### config.mk
export PLATFORM = sky130hd
export DESIGN_NAME = wrd_bank
export DESIGN_NICKNAME = d
export VERILOG_FILES = /design/src/wrd_pkg.sv /design/src/wrd_bank.sv /design/src/wrd_drop_decide.sv /design/src/wrd_event_count.sv
export SDC_FILE = /design/constraint.sdc
export NUM_CORES = 1
export LEC_CHECK = 0
export ABC_AREA = 1
export CORE_ASPECT_RATIO = 1.4
export CORE_MARGIN = 1
export CORE_UTILIZATION = 40
export CTS_BUF_LIST = sky130_fd_sc_hd__clkbuf_16
export CTS_CLUSTER_DIAMETER = 60
export DETAILED_ROUTE_END_ITERATION = 12
export DONT_BUFFER_PORTS = 1
export GPL_TIMING_DRIVEN = 0
export PLACE_DENSITY = 0.54
export SYNTH_ARGS = -nofsm -noshare
export SYNTH_HDL_FRONTEND = slang
export SYNTH_SLANG_ARGS = --single-unit
### constraint.sdc
create_clock -name MCLK -period 6.9 [get_ports MCLK]
set_input_delay 0.69 -clock MCLK [delete_from_list [all_inputs] [get_ports MCLK]]
set_output_delay 0.69 -clock MCLK [all_outputs]
set_load 0.005 [all_outputs]
### src/wrd_pkg.sv
// package: register map, fields, resets and types for the drop bank
package wrd_pkg;
   localparam logic [11:0] OFS_PM_CTRL1 = 12'h834;
   localparam logic [11:0] OFS_Q_THR = 12'h840;
   localparam logic [11:0] OFS_Q_MULT = 12'h844;
   localparam logic [11:0] OFS_Q_MON = 12'h848;
   localparam logic [11:0] OFS_TXQ_SEL = 12'h900;
   localparam logic [11:0] OFS_TXQ_SEL_B = 12'h903;
   localparam logic [11:0] OFS_VID_REPL = 12'h904;
   localparam int HI_LSB = 16;
   localparam int LO_LSB = 0;
   localparam int FW = 11;
   localparam int CNT_W = 24;
   localparam int QSEL_W = 2;
   localparam int MON_RAND_EN = 31;
   localparam int MON_CLEAR = 30;
   localparam int MON_ALL_INH = 29;
   localparam int MON_YR_INH = 28;
   localparam int MON_RED_INH = 27;
   localparam int MON_DROP_ALL = 26;
   localparam int VID_REPL_BIT = 0;
   localparam logic [10:0] RST_PM_MULT = 11'h020;
   localparam logic [10:0] RST_Q_MAX = 11'h080;
   localparam logic [10:0] RST_Q_MIN = 11'h009;
   localparam logic [10:0] RST_Q_MULT = 11'h010;
   localparam logic [15:0] RST_LFSR = 16'hace1;
   localparam logic [31:0] RD_UNMAPPED = 32'h0000_0000;

   typedef enum logic [1:0] {
      WRD_GREEN,
      WRD_YELLOW,
      WRD_RED,
      WRD_NOCOLOR
   } wrd_color_t;

   typedef struct packed {
      logic valid;
      logic [QSEL_W-1:0] queue;
      wrd_color_t color;
   } wrd_pkt_t;

   typedef struct packed {
      logic [11:0] inner_vid;
      logic [11:0] outer_vid;
      logic double_tag;
   } wrd_tags_t;

   typedef struct packed {
      logic rand_en;
      logic all_inh;
      logic yr_inh;
      logic red_inh;
      logic drop_all;
   } wrd_mode_t;

   typedef enum logic [1:0] {
      WRD_IDLE,
      WRD_SETUP,
      WRD_ACCESS
   } wrd_apb_st_t;
endpackage
### src/wrd_bank.sv
// drop and egress register bank behind an apb slave
`timescale 1ns/1ps
`default_nettype none
// Operation
// - memory drop multiplier rw, reset 0x020
// - memory average occupancy read only
// - queue upper threshold rw, reset 0x080
// - queue lower threshold rw, reset 0x009
// - queue drop multiplier rw, reset 0x010
// - selected queue average size read only
// - per-queue fields follow the queue index
// - random dropping only while enable bit set
// - counters cleared on clear bit rising
// - all-color inhibit stops every drop
// - yellow/red inhibit stops those drops
// - red inhibit stops red drops
// - drop-all above upper threshold, else probabilistic
// - 24-bit event count, reset zero, read only
// - 2-bit queue index rw, reset zero
// - queue index also reachable as byte
// - replace nonzero egress vlan id when enabled
// - double tagged: replace outer tag id
// - dropping only with policing enable set
module wrd_bank
   import wrd_pkg::*;
#(
   parameter int NQ = 4
) (
   input wire logic MCLK, // system clock
   input wire logic RST_B, // async reset, active low
   input wire logic PSEL, // apb select
   input wire logic PENABLE, // apb access phase
   input wire logic PWRITE, // apb direction
   input wire logic [11:0] PADDR, // apb byte address
   input wire logic [31:0] PWDATA, // apb write data
   input wire logic [3:0] PSTRB, // apb byte strobes
   output logic PREADY, // apb ready
   output logic [31:0] PRDATA, // apb read data
   output logic PSLVERR, // apb error on unmapped
   input wire logic POLICE_EN, // port policing enable
   input wire logic [10:0] PM_AVG, // memory average occupancy
   input wire logic [NQ*11-1:0] Q_AVG, // per-queue averages
   input wire wrd_pkg::wrd_pkt_t PKT, // packet to judge
   output logic DROP, // drop pulse for PKT
   input wire logic TAG_VALID, // egress tag strobe
   input wire wrd_pkg::wrd_tags_t TAG_IN, // egress tags
   input wire logic [11:0] DEFAULT_VID, // port default vlan tag
   output logic TAG_OUT_VALID, // edited tag strobe
   output wrd_pkg::wrd_tags_t TAG_OUT, // edited tags
   output logic [10:0] PM_MULT, // memory drop multiplier
   output logic [QSEL_W-1:0] TXQ_SEL // queue index
);
   import wrd_pkg::*;

   // register state
   logic [10:0] pm_mult_reg;
   logic [10:0] q_max_reg [NQ];
   logic [10:0] q_min_reg [NQ];
   logic [10:0] q_mult_reg [NQ];
   logic [5:0] mon_reg;
   logic [QSEL_W-1:0] qsel_reg;
   logic vid_repl_reg;
   logic [31:0] prdata_reg;
   logic slverr_reg;
   wrd_tags_t tag_out_reg;
   logic tag_valid_reg;
   wrd_apb_st_t st_reg, st_next;

   // bus decode
   logic setup, access, wr_access;
   logic hit_pm, hit_thr, hit_mult, hit_mon, hit_sel, hit_selb, hit_vid;
   logic mapped;
   logic wr_pm, wr_thr, wr_mult, wr_mon, wr_sel, wr_selb, wr_vid;
   logic [31:0] rd_word;
   logic [31:0] rd_pm, rd_thr, rd_mult, rd_mon, rd_sel, rd_selb, rd_vid;
   logic [CNT_W-1:0] cnt_sel;
   logic [10:0] q_avg_sel;
   wrd_mode_t mode;
   logic [31:0] wmask;

   assign setup = PSEL && !PENABLE;
   assign access = PSEL && PENABLE;
   assign wr_access = access && PWRITE;
   assign hit_pm = PADDR == OFS_PM_CTRL1;
   assign hit_thr = PADDR == OFS_Q_THR;
   assign hit_mult = PADDR == OFS_Q_MULT;
   assign hit_mon = PADDR == OFS_Q_MON;
   assign hit_sel = PADDR == OFS_TXQ_SEL;
   assign hit_selb = PADDR == OFS_TXQ_SEL_B;
   assign hit_vid = PADDR == OFS_VID_REPL;
   assign mapped = hit_pm || hit_thr || hit_mult || hit_mon
                   || hit_sel || hit_selb || hit_vid;

   // byte strobes widened to a bit mask
   genvar b;
   generate
      for (b = 0; b < 4; b++) begin : g_mask
         assign wmask[b*8 +: 8] = {8{PSTRB[b]}};
      end
   endgenerate

   assign wr_pm = wr_access && hit_pm;
   assign wr_thr = wr_access && hit_thr;
   assign wr_mult = wr_access && hit_mult;
   assign wr_mon = wr_access && hit_mon;
   assign wr_sel = wr_access && hit_sel;
   assign wr_selb = wr_access && hit_selb;
   assign wr_vid = wr_access && hit_vid;

   // selected queue views
   assign q_avg_sel = Q_AVG[qsel_reg*11 +: 11];

   assign rd_pm = {5'h00, pm_mult_reg, 5'h00, PM_AVG};
   assign rd_thr = {5'h00, q_max_reg[qsel_reg],
                    5'h00, q_min_reg[qsel_reg]};
   assign rd_mult = {5'h00, q_mult_reg[qsel_reg],
                     5'h00, q_avg_sel};
   assign rd_mon = {mon_reg, 2'h0, cnt_sel};
   assign rd_sel = {30'h0, qsel_reg};
   assign rd_selb = {30'h0, qsel_reg};
   assign rd_vid = {31'h0, vid_repl_reg};

   assign rd_word = hit_pm ? rd_pm
                  : hit_thr ? rd_thr
                  : hit_mult ? rd_mult
                  : hit_mon ? rd_mon
                  : hit_sel ? rd_sel
                  : hit_selb ? rd_selb
                  : hit_vid ? rd_vid
                  : RD_UNMAPPED;

   // bus phase tracking; answer always one cycle after setup
   always_comb begin
      st_next = st_reg;
      unique case (st_reg)
         WRD_IDLE: begin
            if (setup)
               st_next = WRD_SETUP;
         end
         WRD_SETUP: begin
            st_next = WRD_ACCESS;
         end
         WRD_ACCESS: begin
            st_next = setup ? WRD_SETUP : WRD_IDLE;
         end
         default: begin
            st_next = WRD_IDLE;
         end
      endcase
   end

   assign PREADY = access && st_reg == WRD_SETUP;
   assign PRDATA = prdata_reg;
   assign PSLVERR = PREADY && slverr_reg;

   always_ff @(posedge MCLK or negedge RST_B) begin
      if (!RST_B)
         st_reg <= WRD_IDLE;
      else
         st_reg <= st_next;
   end

   // read data captured in the setup cycle
   always_ff @(posedge MCLK or negedge RST_B) begin
      if (!RST_B) begin
         prdata_reg <= RD_UNMAPPED;
         slverr_reg <= 1'b0;
      end else if (setup) begin
         prdata_reg <= PWRITE ? RD_UNMAPPED : rd_word;
         slverr_reg <= !mapped;
      end
   end

   always_ff @(posedge MCLK or negedge RST_B) begin
      if (!RST_B)
         pm_mult_reg <= RST_PM_MULT;
      else if (wr_pm)
         pm_mult_reg <= (pm_mult_reg & ~wmask[HI_LSB +: FW])
                        | (PWDATA[HI_LSB +: FW] & wmask[HI_LSB +: FW]);
   end

   // per-queue configuration, written through the index
   genvar q;
   generate
      for (q = 0; q < NQ; q++) begin : g_qcfg
         logic sel;
         assign sel = qsel_reg == QSEL_W'(q);
         always_ff @(posedge MCLK or negedge RST_B) begin
            if (!RST_B) begin
               q_max_reg[q] <= RST_Q_MAX;
               q_min_reg[q] <= RST_Q_MIN;
               q_mult_reg[q] <= RST_Q_MULT;
            end else begin
               if (wr_thr && sel) begin
                  q_max_reg[q] <= (q_max_reg[q] & ~wmask[HI_LSB +: FW])
                     | (PWDATA[HI_LSB +: FW] & wmask[HI_LSB +: FW]);
                  q_min_reg[q] <= (q_min_reg[q] & ~wmask[LO_LSB +: FW])
                     | (PWDATA[LO_LSB +: FW] & wmask[LO_LSB +: FW]);
               end
               if (wr_mult && sel)
                  q_mult_reg[q] <= (q_mult_reg[q] & ~wmask[HI_LSB +: FW])
                     | (PWDATA[HI_LSB +: FW] & wmask[HI_LSB +: FW]);
            end
         end
      end
   endgenerate

   // monitor control bits 31:26; the counter field ignores writes
   always_ff @(posedge MCLK or negedge RST_B) begin
      if (!RST_B)
         mon_reg <= 6'h00;
      else if (wr_mon && PSTRB[3])
         mon_reg <= PWDATA[MON_DROP_ALL +: 6];
   end

   // queue index: word access or byte alias in the low lane
   always_ff @(posedge MCLK or negedge RST_B) begin
      if (!RST_B)
         qsel_reg <= '0;
      else if (wr_sel && PSTRB[0])
         qsel_reg <= PWDATA[QSEL_W-1:0];
      else if (wr_selb && PSTRB[0])
         qsel_reg <= PWDATA[QSEL_W-1:0];
   end

   always_ff @(posedge MCLK or negedge RST_B) begin
      if (!RST_B)
         vid_repl_reg <= 1'b0;
      else if (wr_vid && PSTRB[0])
         vid_repl_reg <= PWDATA[VID_REPL_BIT];
   end

   assign mode.rand_en = mon_reg[MON_RAND_EN-MON_DROP_ALL];
   assign mode.all_inh = mon_reg[MON_ALL_INH-MON_DROP_ALL];
   assign mode.yr_inh = mon_reg[MON_YR_INH-MON_DROP_ALL];
   assign mode.red_inh = mon_reg[MON_RED_INH-MON_DROP_ALL];
   assign mode.drop_all = mon_reg[0];

   // drop path judges the packet's own queue
   wrd_drop_decide u_decide (
      .clk(MCLK),
      .rst_b(RST_B),
      .pkt(PKT),
      .mode(mode),
      .enable(POLICE_EN),
      .q_avg(Q_AVG[PKT.queue*11 +: 11]),
      .q_min(q_min_reg[PKT.queue]),
      .q_max(q_max_reg[PKT.queue]),
      .q_mult(q_mult_reg[PKT.queue]),
      .drop(DROP)
   );

   // drop events are what the counters record
   logic [QSEL_W-1:0] drop_q_reg;
   always_ff @(posedge MCLK or negedge RST_B) begin
      if (!RST_B)
         drop_q_reg <= '0;
      else
         drop_q_reg <= PKT.queue;
   end

   wrd_event_count #(
      .NQ(NQ)
   ) u_count (
      .clk(MCLK),
      .rst_b(RST_B),
      .clear_lvl(mon_reg[MON_CLEAR-MON_DROP_ALL]),
      .inc(DROP),
      .inc_q(drop_q_reg),
      .rd_q(qsel_reg),
      .count(cnt_sel)
   );

   // egress vlan id replacement
   wrd_tags_t tag_next;
   logic repl_inner, repl_outer;
   assign repl_outer = vid_repl_reg && TAG_IN.double_tag
                       && TAG_IN.outer_vid != 12'h000;
   assign repl_inner = vid_repl_reg && !TAG_IN.double_tag
                       && TAG_IN.inner_vid != 12'h000;
   assign tag_next.double_tag = TAG_IN.double_tag;
   assign tag_next.outer_vid = repl_outer ? DEFAULT_VID
                                          : TAG_IN.outer_vid;
   assign tag_next.inner_vid = repl_inner ? DEFAULT_VID
                                          : TAG_IN.inner_vid;

   always_ff @(posedge MCLK or negedge RST_B) begin
      if (!RST_B) begin
         tag_out_reg <= '0;
         tag_valid_reg <= 1'b0;
      end else begin
         tag_valid_reg <= TAG_VALID;
         if (TAG_VALID)
            tag_out_reg <= tag_next;
      end
   end

   assign TAG_OUT = tag_out_reg;
   assign TAG_OUT_VALID = tag_valid_reg;
   assign PM_MULT = pm_mult_reg;
   assign TXQ_SEL = qsel_reg;
endmodule // wrd_bank
`default_nettype wire

### src/wrd_drop_decide.sv
// drop decision for one packet against the thresholds of the packet's own queue
`timescale 1ns/1ps
`default_nettype none
module wrd_drop_decide
   import wrd_pkg::*;
(
   input wire logic clk, // system clock
   input wire logic rst_b, // async reset, active low
   input wire wrd_pkg::wrd_pkt_t pkt, // packet to judge
   input wire wrd_pkg::wrd_mode_t mode, // monitor control bits
   input wire logic enable, // policing enable
   input wire logic [10:0] q_avg, // averaged queue size
   input wire logic [10:0] q_min, // lower threshold
   input wire logic [10:0] q_max, // upper threshold
   input wire logic [10:0] q_mult, // probability multiplier
   output logic drop // one-cycle drop pulse
);
   logic [15:0] lfsr_reg;
   logic drop_reg;
   logic [21:0] scaled;
   logic [10:0] excess;
   logic inhibit;
   logic below, above, prob_hit, want;

   assign excess = q_avg - q_min;
   assign scaled = excess * q_mult;
   assign below = q_avg < q_min;
   assign above = q_avg > q_max;
   // probability grows with fill and with the multiplier
   assign prob_hit = above ? (lfsr_reg[10:0] < q_mult)
                           : (lfsr_reg < scaled[21:6]);
   assign inhibit = mode.all_inh
      || (mode.yr_inh && pkt.color != WRD_GREEN)
      || (mode.red_inh && pkt.color == WRD_RED);
   assign want = (above && mode.drop_all) || (!below && prob_hit);
   assign drop = drop_reg;

   always_ff @(posedge clk or negedge rst_b) begin
      if (!rst_b) begin
         lfsr_reg <= RST_LFSR;
         drop_reg <= 1'b0;
      end else begin
         lfsr_reg <= {lfsr_reg[14:0],
                      lfsr_reg[15] ^ lfsr_reg[13] ^ lfsr_reg[12] ^ lfsr_reg[10]};
         drop_reg <= pkt.valid && enable && mode.rand_en
                     && !inhibit && want;
      end
   end
endmodule // wrd_drop_decide
`default_nettype wire

### src/wrd_event_count.sv
// per-queue packet event counters with edge-triggered clear
`timescale 1ns/1ps
`default_nettype none
module wrd_event_count
   import wrd_pkg::*;
#(
   parameter int NQ = 4
) (
   input wire logic clk, // system clock
   input wire logic rst_b, // async reset, active low
   input wire logic clear_lvl, // clear control level
   input wire logic inc, // count one event
   input wire logic [QSEL_W-1:0] inc_q, // queue of the event
   input wire logic [QSEL_W-1:0] rd_q, // queue shown to software
   output logic [CNT_W-1:0] count // selected count
);
   logic clear_d_reg;
   logic clear_pulse;
   logic [CNT_W-1:0] cnt_reg [NQ];

   assign clear_pulse = clear_lvl && !clear_d_reg;
   assign count = cnt_reg[rd_q];

   always_ff @(posedge clk or negedge rst_b) begin
      if (!rst_b)
         clear_d_reg <= 1'b0;
      else
         clear_d_reg <= clear_lvl;
   end

   genvar g;
   generate
      for (g = 0; g < NQ; g++) begin : g_q
         logic hit;
         assign hit = inc && (inc_q == QSEL_W'(g));
         // an event in the clearing cycle survives as a count of one
         always_ff @(posedge clk or negedge rst_b) begin
            if (!rst_b)
               cnt_reg[g] <= '0;
            else if (clear_pulse)
               cnt_reg[g] <= CNT_W'(hit);
            else if (hit)
               cnt_reg[g] <= cnt_reg[g] + CNT_W'(1);
         end
      end
   endgenerate
endmodule // wrd_event_count
`default_nettype wire

# --- After elaboration in Yosys (flattened, before gate mapping) ---
# Index checks and enable logic that the tools add are counted.
totals:
  output_inout_bits: 74
  input_bits: 152
  wordCells: 211
  register_bits: 329
op_classes:
  n_shift: 2
  bitwise_logic: 35
  reduce_logical: 67
  multipliers: 3
  order_cmp: 6
  addsub: 5
  mux: 45
  eq_ne: 17
ops:
  columns: ["operator", "count"]
  rows:
  - ["$mux 24", 10]
  - ["$and 11x11->11", 15]
  - ["$mux 32", 5]
  - ["$or 11x11->11", 13]
  - ["$bmux 11 s2", 6]
  - ["$mux 11", 12]
  - ["$add 24x1->24 const B", 4]
  - ["$shiftx 44x7->11", 2]
  - ["$eq 12x12->1 const B", 7]
  - ["$bmux 24 s2", 1]
  - ["$logic_and 1x1->1", 41]
  - ["$mux 12", 2]
  - ["$reduce_bool 12->1", 2]
  - ["$lt 11x11->1", 2]
  - ["$mul 11x11->22", 1]
  - ["$not 11->11", 2]
  - ["$lt 16x16->1", 1]
  - ["$eq 2x2->1 const B", 6]
  - ["$mul 2x4->6 const B", 2]
  - ["$reduce_bool 2->1", 6]
  - ["$gt 11x11->1", 1]
  - ["$sub 11x11->11", 1]
  - ["$mux 2", 5]
  - ["$logic_or 1x1->1", 9]
  - ["9 further kinds", 24]

# --- Logic depth before layout (Yosys ltp) ---
depth:
  word_depth: 11
  depth_mapped: 51
  depth_no_buf: 48

# --- Hierarchy ---
# Synthesis repeated with hierarchy kept, for this count alone.
unflattened:
  cells_unflattened: 3440
  hier_area_um2: 24203.2
by_module_without_submodules:
  columns: ["module", "seq_area_each_um2", "cells_per_inst", "area_each_um2", "instances"]
  rows:
  - ["wrd_bank", 5401.4, 1705, 12122.9, 1]
  - ["wrd_event_count", 2427.3, 1011, 6346.1, 1]
  - ["wrd_drop_decide", 435.4, 724, 5734.2, 1]

# --- Least setup slack after synthesis ---
# Ideal clock, no wire load.
synth_timing:
  path_kind: "input to register"
  from: "input PKT[3] (netlist bit)"
  to: "register u_decide.drop_reg, in the netlist u_decide.drop"
  cell_stages: 41
  required_ns: 6.829
  setup_time_ns: 0.071
  arrival_ns: 8.150
  path_buffers: 3
  path_slack_ns: -1.321
  path_cell_list: "buf_2 inv_4 clkbuf_1 clkbuf_1 a21oi_1 a32o_1 ha_1 a21oi_1 o221ai_1 a21oi_1 or2_2 nand2_1 a21oi_1 or2_2 nand2_1 inv_1 nand2_1 fa_1 [5 not listed] fa_1 inv_1 ha_1 a21oi_1 o21ai_0 a21oi_1 o21ai_1 a21oi_1 xor2_1 ha_1 nand2_1 nor2_1 a211oi_1 o221a_2 nand2_1 nand2_1 nand2_1 nor2_1"
synth_via:
  elab_chain_cells: 11
  word_cells_on_any_way: 24
  classes_between: "add/sub (1); mul (2); order compare (4); shift (1); mux (10); bitwise (1); reduce/logical (5)"
synth_lines:
  columns: ["element", "line", "source"]
  rows:
  - ["start, declared", "wrd_bank.sv:43", "input wire wrd_pkg::wrd_pkt_t PKT,"]
  - ["parallel branches: the longest is 9 deep, another holds $mul 11x11->22", null, null]
  - ["$logic_or 1x1->1 (*)", "wrd_drop_decide.sv:35", "assign want = (above && mode.drop_all) || (!below && prob_hit);"]
  - ["$logic_and 1x1->1 (*)", "wrd_drop_decide.sv:46", "&& !inhibit && want;"]
  - ["end signal, assigned", "wrd_drop_decide.sv:45", "drop_reg <= pkt.valid && enable && mode.rand_en"]
  - ["end, declared", "wrd_drop_decide.sv:19", "logic drop_reg;"]
# Mark *: on every way between the ends. The select of a mux whose other input is x is not followed.
# A chain may end at the register's enable or synchronous reset.

# --- Worst setup path after layout ---
layout_timing:
  from: "input PKT[2] (netlist bit)"
  to: "register u_decide.drop_reg, in the netlist u_decide.drop"
# Same word-level chain as after synthesis.

==> out/qor.csv <==
stage,metric,value,unit
placed_design,place_hpwl,64.3,mm
sta,worst-slew-pin-transition,1490,ps
yosys,netlist.area_leader.share,34.9,%
sta,finalHoldViolCount,71,
routing,dr.first_iter.drc_count,1615,
clocking,cts_max_level,2,
sta,worst_slew_slack_as_a_fraction_of_its_limit,0.430,%
floorplan,core_area,53600,sq um
yosys,synthesized_area_per_cell,7.96,sq um
routing,drt_first_pass_iters,6,
cells_and_area,nets,3157,
yosys,synthTopCellsByArea,"sky130_fd_sc_hd__dfrtp_1 35%, sky130_fd_sc_hd__nand2_1 10%, sky130_fd_sc_hd__fa_1 7.3%, sky130_fd_sc_hd__o21ai_0 6.3%, sky130_fd_sc_hd__ha_1 6.3%",
setup_path,critical_path.startpoint,PKT[2],
routing,remaining_drc_errors,0,
yosys,synthCells,2741,
setup_path,timing.rr.end,u_decide.drop,
floorplan,placement_rows,100,
clocking,clk_root_buffer_cell,sky130_fd_sc_hd__clkbuf_16,
global_route,wire_length_of_the_first_global_routing_pass,127,mm
yosys,synthesis.yosys.warnings,0,
global_route,total_global_routing_track_utilization,30.7,%
yosys,netlist_area,21800,sq um
global_route,first_global_vias,21046,
power_and_ir_drop,p_leak,11.2,nW
placed_design,gpl.final_weighted_congestion,0.976,
cells_and_area,final_cell_count_no_fill,3561,
clocking,tritoncts,yes,
yosys,syn-num-nets,3082,
outcome,outcome,finished with violations,
setup_path,crit_path_max_incr_delay,500,ps
global_route,grt_start_max_net_pins,330,
clocking,cts_buffer_depth,3,
setup_path,cp_top_family,adder cells,
yosys,synthArstFlopShare,100,%
setup_path,ff2ff_setup_slack,-390,ps
global_route,globalRoute.totalOverflow,0,
cells_and_area,syn_to_final_growth,15.1,%
setup_path,timing.critical_path.fanout_max,8,
setup_path,worstRegToRegCells,37,
clocking,cts_made_buffers,38,
power_and_ir_drop,powerDensity,262,nW/um^2
global_route,grt_antenna_before_repair,1,
yosys,yosysUniqueCellTypes,63,
setup_path,timing.critical_path.to_type,register,
setup_path,critPathBufInv,10,
floorplan,dieWidth,199,um
power_and_ir_drop,irDropWorstVdd,221,uV
sta,hold_slack,-182,ps
yosys,yosys_most_used_dff,sky130_fd_sc_hd__dfrtp_1,
sta,finalCritPeriodShare,107,%
sta,finClkSkew,19.3,ps
setup_path,worstPathArrival,7810,ps
routing,post_drt_wl_per_cell,23.7,um
power_and_ir_drop,total_power,0.00657,W
floorplan,initial_utilization,40.7,%
yosys,synth.largest_area_cell,sky130_fd_sc_hd__dfrtp_1,
clocking,clkTransAtPathRegs,70,ps
clocking,clock_sinks,329,
min_path,worst_hold_path_type,in -> async,
routing,via_count,20569,
cells_and_area,drive_gt1_share,11.1,%
sta,fmax,0.136,GHz
sta,tns,-457,ps
cells_and_area,most_frequent_cells_in_the_layout,"567 x sky130_fd_sc_hd__nand2_1, 304 x sky130_fd_sc_hd__dfrtp_1, 292 x sky130_fd_sc_hd__inv_1",
job,cap_violations,0,
floorplan,top_level_ports,226,
sta,final.setup.worst_slack,-457,ps
floorplan,die_y,278,um
routing,finalWirelength,84.4,mm
sta,unrepaired_setup_endpoints_after_global_routing,yes,
sta,slew_violations,0,
yosys,synth_seq_area_share,37.9,%
cells_and_area,most_common_cell_after_layout_fill_and_taps_aside,sky130_fd_sc_hd__nand2_1,
setup_path,timing.critical_path.mode_cell,sky130_fd_sc_hd__fa_1,
setup_path,timing.critical_path.slowest_stage_cell,sky130_fd_sc_hd__fa_1,
cells_and_area,util_after_layout,46.9,%
sta,setup_viol,1,
setup_path,required_time_of_the_worst_setup_path,7350,ps
setup_path,start_kind,input port,
sta,period_needed,7360,ps
floorplan,dieArea,55500,sq um
setup_path,criticalPathCategory,in -> reg,
yosys,ys_seq_elements,329,
placed_design,placedCellCount,3455,
yosys,synth_edf_count,0,
clocking,clock_latency_at_the_later_pin_of_the_worst_skew_pair,580,ps
outcome,failed_checks,"negative hold slack, negative setup slack",
routing,ant_nets,0,
placed_design,place.port_buffers,0,
routing,avgViaCountPerCell,5.78,
[how the worst max path moves through the flow]
| stage | endpoint | slack (ps) | cells after the start |
|---|---|---|---|
| 2_1_floorplan | u_decide.drop | -520 | 41 |
| 3_3_place_gp | u_decide.drop | -2070 | 37 |
| 3_5_place_dp | u_decide.drop | -2160 | 36 |
| 4_1_cts | u_decide.drop | -380 | 37 |
| 5_1_grt | u_decide.drop | -760 | 41 |
| 6_report | u_decide.drop | -460 | 41 |
[worst reg2reg max path: cells and delay by family, from the launching register on]
kind,cells,cell delay (ps)
AOI/OAI and AO/OA,8,1430
adders and majority gates,9,3560
xor gates and xnor gates,1,150
buffers and inverters,6,400
DFF,1,550
and+or+nand+nor,13,1060
[synthesized netlist by cell type, drive strengths merged, types with 3 or more instances]
| cell type | number |
|---|---|
| o21bai | 3 |
| o211ai | 7 |
| nor4 | 30 |
| nand4 | 26 |
| clkinv | 8 |
| o31ai | 4 |
| mux2 | 5 |
| ha | 109 |
| a31oi | 30 |
| clkbuf | 99 |
| nand2 | 592 |
| dfrtp | 304 |
| o21ai | 283 |
| xnor2 | 11 |
| dfstp | 25 |
| o311ai | 3 |
| or2 | 11 |
| o21a | 7 |
| a32o | 20 |
| buf | 11 |
| fa | 80 |
| a211oi | 12 |
| o2111ai | 3 |
| nand3 | 97 |
| o41ai | 4 |
| o22ai | 138 |
| xor2 | 14 |
| o221a | 3 |
| inv | 302 |
| nor3 | 109 |
| nor2 | 250 |
| a21oi | 124 |
[power by group]
part / switching, W / internal, W / leakage [nW] / total [W]
registers: 0.0000153 / 0.00195 / 4.42 / 0.00196
clock network: 0.000902 / 0.00115 / 0.624 / 0.00205
logic: 0.00150 / 0.00106 / 6.17 / 0.00256
total: 0.00242 / 0.00415 / 11.2 / 0.00657
[layout make-up]
| cell class | instances | area, sq um |
|---|---|---|
| fill | 5422 | 28400 |
| multi-input combinational | 1992 | 12500 |
| sequential | 329 | 8260 |
| inverter | 310 | 1200 |
| clock buffer | 39 | 976 |
| tap | 714 | 893 |
| buffer | 109 | 793 |
| timing repair buffer | 36 | 283 |
| clock inverter | 31 | 236 |
| antenna | 1 | 2.50 |
[stage by stage]
step / hold slack (ps) / worst slack, ps / instance area (sq um)
floorplan: 360 / -525 / 22200
global placement: 376 / -2070 / 23000
detailed placement: 375 / -2160 / 23000
CTS: -215 / -377 / 25000
global route: -214 / -756 / 25100
finish: -182 / -457 / 25100
[repair_timing]
action | in CTS | in global routing
pin swaps | 55 | 16
setup endpoints to repair | 1 | 1
gates resized for setup | 106 | 17
hold endpoints to repair | 304 | 304
buffers inserted | 33 | 3
[cell families after synthesis]
family	Yosys count	share of synthesized area, %
DFF	329	37.9
muxes	5	0.258
AOI/OAI and AO/OA	654	17.4
buffers and inverters	420	7.30
xor gates and xnor gates	25	1.00
and+or+nand+nor	1119	22.6
adders and majority gates	189	13.6
[metal layers]
layer,vias to the layer above,track usage (%),share of wire [%]
met4,0,16.1,5.8
met2,880,52.1,48
met1,10029,36.3,39
met5,-,0,0
met3,219,6.06,7.5
li1,9441,-,-
(Power assumes the default switching activity.)
